## src/acr_pkg.sv

```systemverilog
// Purpose: Shared constants and types for the converter read interface.
// Assumes: Single 25 MHz clock, synchronous active-low reset.
// Notes:   Conversion time is expressed in ns and converted to cycles.
// Operation
// - Select, read and byte select low start a conversion; busy drops.
// - During a conversion the pins still show the preceding result.
// - At conversion end latch updates, pins show it, then busy rises.
// - Byte access uses only the eight lower pins over two reads.
// - High byte read starts nothing; lower pins give zero nibble, MSBs.
// - The four MSBs always appear on the upper four pins when driven.
// - Wait-style byte read delivers bits 7 to 0 after conversion ends.
// - Pipelined read starts conversion and returns the previous result.
// - Next pipelined read returns the new result and starts another.
// - Pipelined third read with byte select high gives the new MSBs.
// - A high byte read never asserts busy.
// - Start only while select, read and byte select are all low.
// - Start conditions are ignored while a conversion runs.
package acr_pkg;

  localparam int          DATA_W        = 12;
  localparam int          BYTE_W        = 8;
  localparam int          MSB_W         = 4;
  localparam int          CLK_PERIOD_NS = 40;
  localparam int          CONV_TIME_NS  = 5000;
  localparam int          CONV_CYCLES   =
    (CONV_TIME_NS + CLK_PERIOD_NS - 1) / CLK_PERIOD_NS;
  localparam int          CNT_W         = 8;
  localparam logic [11:0] RESULT_RST    = 12'h000;
  localparam logic [3:0]  NIBBLE_LOW    = 4'h0;

  typedef enum logic [1:0] {
    ST_IDLE,
    ST_CONV,
    ST_FINISH
  } acr_state_e;

endpackage : acr_pkg

```

## src/acr_conv_if.sv

```systemverilog
// Purpose: Carrier between read control and conversion core.
// Assumes: Both ends on ref_clk.
// Notes:   start and done are one-cycle pulses.
`timescale 1ns/1ns
interface acr_conv_if;
  import acr_pkg::*;

  logic              start;
  logic              done;
  logic [DATA_W-1:0] result;

  modport ctrl (output start, input done, input result);
  modport core (input start, output done, output result);

endinterface : acr_conv_if

```

## src/acr_sar_core.sv

```systemverilog
// Purpose: Conversion timing core; captures the sample at conversion end.
// Assumes: Start arrives only while idle.
// Notes:   Analog path is replaced by a synchronous sample input.
`timescale 1ns/1ns
module acr_sar_core
  import acr_pkg::*;
#(
  parameter int CYCLES = CONV_CYCLES
)
(
  // Clock and reset
  input  wire logic              ref_clk,
  input  wire logic              reset_n,
  // Converted value from the analog front end
  input  wire logic [DATA_W-1:0] sampleData,
  // Link to read control
  acr_conv_if.core               conv
);

  typedef struct packed {
    logic              running;
    logic [CNT_W-1:0]  count;
    logic              done;
    logic [DATA_W-1:0] result;
  } acr_core_s;

  acr_core_s coreFf;
  acr_core_s nxt_coreFf;

  always_comb
  begin
    nxt_coreFf      = coreFf;
    nxt_coreFf.done = 1'b0;
    if (!coreFf.running)
    begin
      if (conv.start)
      begin
        nxt_coreFf.running = 1'b1;
        nxt_coreFf.count   = CNT_W'(CYCLES - 1);
      end
    end
    else if (coreFf.count == '0)
    begin
      nxt_coreFf.running = 1'b0;
      nxt_coreFf.done    = 1'b1;
      nxt_coreFf.result  = sampleData;
    end
    else
    begin
      nxt_coreFf.count = coreFf.count - 1'b1;
    end
  end

  always_ff @(posedge ref_clk)
  begin
    if (!reset_n)
    begin
      coreFf <= '{running: 1'b0, count: '0, done: 1'b0, result: RESULT_RST};
    end
    else
    begin
      coreFf <= nxt_coreFf;
    end
  end

  assign conv.done   = coreFf.done;
  assign conv.result = coreFf.result;

endmodule : acr_sar_core

```

## src/adc_conversion_read_interface.sv

```systemverilog
// Purpose: Read strobe decode, conversion control and output data mux.
// Assumes: Host strobes are synchronous to ref_clk.
// Notes:   Wait-style and pipelined use differ only in host behaviour.
`timescale 1ns/1ns
module adc_conversion_read_interface
  import acr_pkg::*;
#(
  parameter int CYCLES = CONV_CYCLES
)
(
  // Clock and reset
  input  wire logic              ref_clk,
  input  wire logic              reset_n,
  // Host strobes
  input  wire logic              selectN,
  input  wire logic              readN,
  input  wire logic              high_byte_select,
  // Converted value from the analog front end
  input  wire logic [DATA_W-1:0] sampleData,
  // Data pins, split into level and enable
  output logic      [DATA_W-1:0] output_pins,
  output logic                   outputPinsEn,
  // Status
  output logic                   busyN
);

  ////////////////////////////////////////////////////////////////////////////
  // State

  typedef struct packed {
    acr_state_e        state;
    logic              startCondPrev;
    logic [DATA_W-1:0] result_bits;
    logic [DATA_W-1:0] pins;
    logic              pinsEn;
    logic              busyN;
  } acr_ctrl_s;

  acr_ctrl_s ctrlFf;
  acr_ctrl_s nxt_ctrlFf;

  acr_conv_if conv ();

  logic startCond;
  logic readActive;
  logic startPulse;

  ////////////////////////////////////////////////////////////////////////////
  // Pin mux

  function automatic logic [DATA_W-1:0] pinMux(
    input logic [DATA_W-1:0] latched,
    input logic              highByte
  );
    logic [DATA_W-1:0] word;
    word = latched;
    // Upper pins carry the MSBs whatever the byte select says
    word[DATA_W-1 -: MSB_W] = latched[DATA_W-1 -: MSB_W];
    if (highByte)
    begin
      // Zero nibble above the MSBs on the lower byte
      word[BYTE_W-1 -: MSB_W] = NIBBLE_LOW;
      word[MSB_W-1:0]         = latched[DATA_W-1 -: MSB_W];
    end
    else
    begin
      // Low byte carries bits 7..0, also valid as full word
      word[BYTE_W-1:0] = latched[BYTE_W-1:0];
    end
    return word;
  endfunction : pinMux

  // Busy stays low through FINISH so it cannot rise before the pins do
  function automatic logic busyLevel(
    input acr_state_e nowState,
    input acr_state_e nextState
  );
    return (nowState == ST_IDLE) && (nextState == ST_IDLE);
  endfunction : busyLevel

  ////////////////////////////////////////////////////////////////////////////
  // Strobe decode

  assign readActive = !selectN && !readN;
  // All three low; byte select high blocks the start
  assign startCond  = readActive && !high_byte_select;

  // Edge of the start condition: a wait-style read still held after the
  // conversion ends must not retrigger a second conversion.
  assign startPulse = startCond && !ctrlFf.startCondPrev &&
                      (ctrlFf.state == ST_IDLE);

  assign conv.start = startPulse;

  ////////////////////////////////////////////////////////////////////////////
  // Control

  // Cycle walk of one conversion, edge E takes the start:
  //   E           state to CONV, busy drops, pins register the old word
  //   E+CYCLES    core captures sampleData and pulses done
  //   E+CYCLES+1  latch takes the new word, state to FINISH
  //   E+CYCLES+2  pins register the new word, state back to IDLE
  //   E+CYCLES+3  busy rises
  // A host that waits on busy therefore never takes a stale word.

  always_comb
  begin
    nxt_ctrlFf               = ctrlFf;
    nxt_ctrlFf.startCondPrev = startCond;
    case (ctrlFf.state)
      ST_IDLE:
      begin
        if (startPulse)
        begin
          nxt_ctrlFf.state = ST_CONV;
        end
      end
      ST_CONV:
      begin
        // Latch still holds the old result meanwhile
        if (conv.done)
        begin
          nxt_ctrlFf.result_bits = conv.result;
          nxt_ctrlFf.state       = ST_FINISH;
        end
      end
      ST_FINISH:
      begin
        nxt_ctrlFf.state = ST_IDLE;
      end
      default:
      begin
        nxt_ctrlFf.state = ST_IDLE;
      end
    endcase

    // Pins follow the latch, so old data shows while converting
    nxt_ctrlFf.pins   = ctrlFf.pinsEn || readActive ?
                        pinMux(ctrlFf.result_bits, high_byte_select) :
                        RESULT_RST;
    nxt_ctrlFf.pinsEn = readActive;

    // Busy rises one cycle after the new word reaches the pins; a high
    // byte read never starts, so busy stays high for it.
    nxt_ctrlFf.busyN  = busyLevel(ctrlFf.state,
                                  nxt_ctrlFf.state);
  end

  always_ff @(posedge ref_clk)
  begin
    if (!reset_n)
    begin
      ctrlFf <= '{state:         ST_IDLE,
                  startCondPrev: 1'b0,
                  result_bits:   RESULT_RST,
                  pins:          RESULT_RST,
                  pinsEn:        1'b0,
                  busyN:         1'b1};
    end
    else
    begin
      ctrlFf <= nxt_ctrlFf;
    end
  end

  ////////////////////////////////////////////////////////////////////////////
  // Conversion core

  acr_sar_core #(
    .CYCLES (CYCLES)
  ) u_core (
    .ref_clk    (ref_clk),
    .reset_n    (reset_n),
    .sampleData (sampleData),
    .conv       (conv.core)
  );

  ////////////////////////////////////////////////////////////////////////////
  // Outputs

  // Pipelined and wait-style reads share this path: the first read shows
  // the previous word, as does any read before conversion end; reads after it show the new one.
  assign output_pins  = ctrlFf.pins;
  assign outputPinsEn = ctrlFf.pinsEn;
  assign busyN        = ctrlFf.busyN;

endmodule : adc_conversion_read_interface

```

## config.mk

```make
export PLATFORM = sky130hd
export DESIGN_NAME = adc_conversion_read_interface
export DESIGN_NICKNAME = d
export VERILOG_FILES = /design/src/acr_pkg.sv /design/src/acr_conv_if.sv /design/src/acr_sar_core.sv /design/src/adc_conversion_read_interface.sv
export SDC_FILE = /design/constraint.sdc
export NUM_CORES = 1
export LEC_CHECK = 0
export BUFFER_PORTS_ARGS = -buffer_cell sky130_fd_sc_hd__buf_2
export CORE_MARGIN = 2
export CORE_UTILIZATION = 50
export CTS_CLUSTER_DIAMETER = 100
export CTS_CLUSTER_SIZE = 12
export DETAILED_ROUTE_END_ITERATION = 16
export PLACE_DENSITY = 0.83
export SETUP_SLACK_MARGIN = 0.5
export SYNTH_ARGS = -nofsm -noshare
export SYNTH_HDL_FRONTEND = slang
export SYNTH_HIERARCHICAL = 1
export SYNTH_SLANG_ARGS = --single-unit
```

## constraint.sdc

```tcl
create_clock -name ref_clk -period 1.6 [get_ports ref_clk]
set_input_delay 0.24 -clock ref_clk [delete_from_list [all_inputs] [get_ports ref_clk]]
set_output_delay 0.24 -clock ref_clk [all_outputs]
set_load 0.01 [all_outputs]
```

==> results.yml <==
critical_path:
  timing.critical_path.from_type: "register"
  critical_path.endpoint_type: "register"
  cp.required_ns: 1.80
  worst-path-max-fanout: 14
  cp_data_arrival_time_ns: 1.87
  crit_type: "reg -> reg"
timing:
  skew_ns: 0.00802
  min_period_over_period_pct: 104
  timing.setup.tns_ns: -0.373
  worst_slew_margin_rel_pct: 76.4
  drv_slew: 0
  finalSetupViolations: 12
  maxClockFrequency_ghz: 0.601
  post-route-min-period_ns: 1.66
  setup_ws_ns: -0.0634
  number_of_hold_slack_violations_in_the_final_timing_report: 0
  grt_setup_unrepaired: "true"
  worstMarginPinSlew_ns: 0.354
floorplan:
  dieHeight_um: 69.5
  chipWidth_um: 69.5
  die_area_mm2: 0.00482
  core-area_mm2: 0.00406
  ioPinCount: 31
  row_count: 23
  starting_density_of_the_core_pct: 52.8
cells_and_area:
  multiInputGateArea_um2: 960
  layout.nets: 265
  layout-drive-gt1-share_pct: 38.5
  fin_cells: 297
  post-route-util_pct: 64.3
  antennaDiodeCount: 0
  layout-area-overhead-vs-synth_pct: 21.7
  register_area_mm2: 0.00104
  commonest_non_fill_non_tap_cell_in_the_layout: "sky130_fd_sc_hd__dfxtp_1"
  layout.filler_cells: 303
  most-common-layout-cells: "sky130_fd_sc_hd__dfxtp_1 (45), sky130_fd_sc_hd__buf_2 (30), sky130_fd_sc_hd__mux2i_1 (28)"
cts:
  cts_num_sinks: 51
  clockBufferDepth: 2
  clock-root-buffer: "sky130_fd_sc_hd__clkbuf_8"
  worst_setup_hold_path_clk_slew_ns: 0.09
  ctsHtreeMaxLevel: 2
  tritoncts: "built"
  postCtsHoldBufs: 0
  worstSkewPairLatency_ns: 0.30
  number_of_cts_inserted_buffers: 5
detailed_routing:
  via_count: 1574
  viasPerCell: 5.30
  number_of_optimization_iterations_in_the_first_detailed_route_pass: 4
  drcViolationCount: 0
  drt-wirelength-per-cell_um: 14.4
  routed_wirelength_um: 4270
  postRouteAntennaNets: 0
  drtIter0Drc: 48
synthesis:
  synth_cells: 217
  synth_edf_count: 0
  syn-num-nets: 235
  async_reset_ff_share_pct: 0
  ys_dominant_reg_cell: "sky130_fd_sc_hd__dfxtp_1"
  synth-seq-cells: 51
  yosys_warnings: 6
  netlist_area_mm2: 0.00214
  synth-seq-area-share_pct: 47.7
  avgSynthCellArea_um2: 9.87
  synth.lib_cells_used.distinct: 40
placed_design:
  dpl.cell_count: 283
  gp_congestion: 0.797
  port_buffers: 30
  detailed_place_hpwl_um: 2730
  pre_cts_slack_ns: -0.154
grt:
  grt_antenna_before_repair: 0
  grt_pass1_wl_um: 6840
  grt_overflow: 0
  grt_pass1_vias: 1515
  grt_start_max_net_pins: 22
  grt.total_usage_pct: 17.6
power_and_ir_drop:
  powerDensity_mw_per_mm2: 964
  p_leak_uw: 0.000987
  power.share.sequential_pct: 52.5
  p_int_uw: 1910
  finalPower_uw: 2510
  ir_worst_vdd_v: 0.000550
  netSwitchingPower_uw: 603
  combPwrFrac_pct: 12.7
  clkPwrFrac_pct: 34.7
  p_sw_share_pct: 24.0
status:
  outcome: "complete, but fails checks"
  violations: "negative setup slack"
job:
  max-cap-violations: 0
hold_path:
  timing.hold.worst.class: "in -> reg"
[registers in the layout, summed over array words and instances, names as in the netlist]
name and cells:
u_core/conv.result 12, u_core/coreFf 9, output_pins 12, busyN 1
ctrlFf 15, u_core/conv.done 1, outputPinsEn 1
[synthesized netlist by cell type (2+ instances only)]
master / count / share of area, %
sky130_fd_sc_hd__nor4_1: 2 / 0.58
sky130_fd_sc_hd__nand2_1: 27 / 4.7
sky130_fd_sc_hd__nor2_1: 15 / 2.6
sky130_fd_sc_hd__mux2i_1: 28 / 13
sky130_fd_sc_hd__buf_2: 3 / 0.70
sky130_fd_sc_hd__buf_4: 25 / 8.8
sky130_fd_sc_hd__a21oi_1: 8 / 1.9
sky130_fd_sc_hd__nor3b_1: 8 / 2.8
sky130_fd_sc_hd__nand2b_1: 2 / 0.58
sky130_fd_sc_hd__clkbuf_1: 6 / 1.1
sky130_fd_sc_hd__dfxtp_1: 51 / 48
sky130_fd_sc_hd__o31ai_1: 3 / 1.1
sky130_fd_sc_hd__nor3_1: 8 / 1.9
sky130_fd_sc_hd__inv_1: 5 / 0.88
[logic make-up (layout without fill, tap and decap cells)]
family	after synthesis	after routing	share of synthesized area [%]
buffers and inverters	41	71	12.6
flip-flops	51	51	47.7
adder cells (fa/ha/maj)	1	1	0.584
XOR/XNOR	2	2	0.818
multiplexers	28	28	13.1
AND/OR/NAND/NOR	74	74	18.5
AO/OA/AOI/OAI	20	20	6.78
[power by group through the flow]
stage	Combinational [uW]	Sequential, uW	Clock [uW]
6_report	320	1320	873
5_1_grt	345	1330	942
4_1_cts	293	1320	881
3_5_place_dp	254	1350	0
3_3_place_gp	249	1350	0
2_1_floorplan	169	1350	0
[layout make-up]
class,instances,share of cell area [%]
clock buffers,5,2.64
well taps,50,2.40
clock inverters,2,1.44
repair buffers,59,16.0
multi-input cells,125,36.8
inverters,5,0.912
flip-flops and latches,51,39.8
[through the flow]
| step | hold slack [ns] | area, um2 |
|---|---|---|
| global route | 0.169 | 2610 |
| CTS | 0.167 | 2500 |
| floorplan | 0.317 | 2160 |
| finish | 0.166 | 2610 |
| detailed placement | 0.450 | 2290 |
| global placement | 0.439 | 2290 |
[worst max-delay path, cell delays in order (launching register included)]
cell                      delay, ns
sky130_fd_sc_hd__dfxtp_1       0.32
sky130_fd_sc_hd__or4_4         0.59
sky130_fd_sc_hd__nor3_4        0.17
sky130_fd_sc_hd__buf_12        0.18
sky130_fd_sc_hd__mux2i_1       0.23
sky130_fd_sc_hd__nor2_1        0.06
[worst paths after layout]
kind                          start                endpoint  slack (ns)  cells past startpoint
setup / recovery  u_core/coreFf[19]  u_core/conv.result[10]       -0.06                      5
hold / removal        sampleData[7]   u_core/conv.result[7]        0.17                      3
setup reg to reg  u_core/coreFf[19]  u_core/conv.result[10]       -0.06                      5
hold reg to reg          ctrlFf[20]              ctrlFf[20]        0.46                      2
[what timing repair did]
item	CTS	global route
buffers inserted	3	3
gates resized for setup	21	15
endpoints found under the setup margin	36	36
cloned	0	1
pin swaps	10	6
[layer usage]
| layer | wire length [um] | vias to the layer above | track usage, % |
|---|---|---|---|
| li1 | - | 777 | - |
| met1 | 1930 | 747 | 23.1 |
| met2 | 2030 | 42 | 27.8 |
| met3 | 229 | 8 | 4.65 |
| met4 | 74 | 0 | 6.75 |
| met5 | 0 | - | 0 |
No activity file was read; power rests on OpenSTA's default activity.
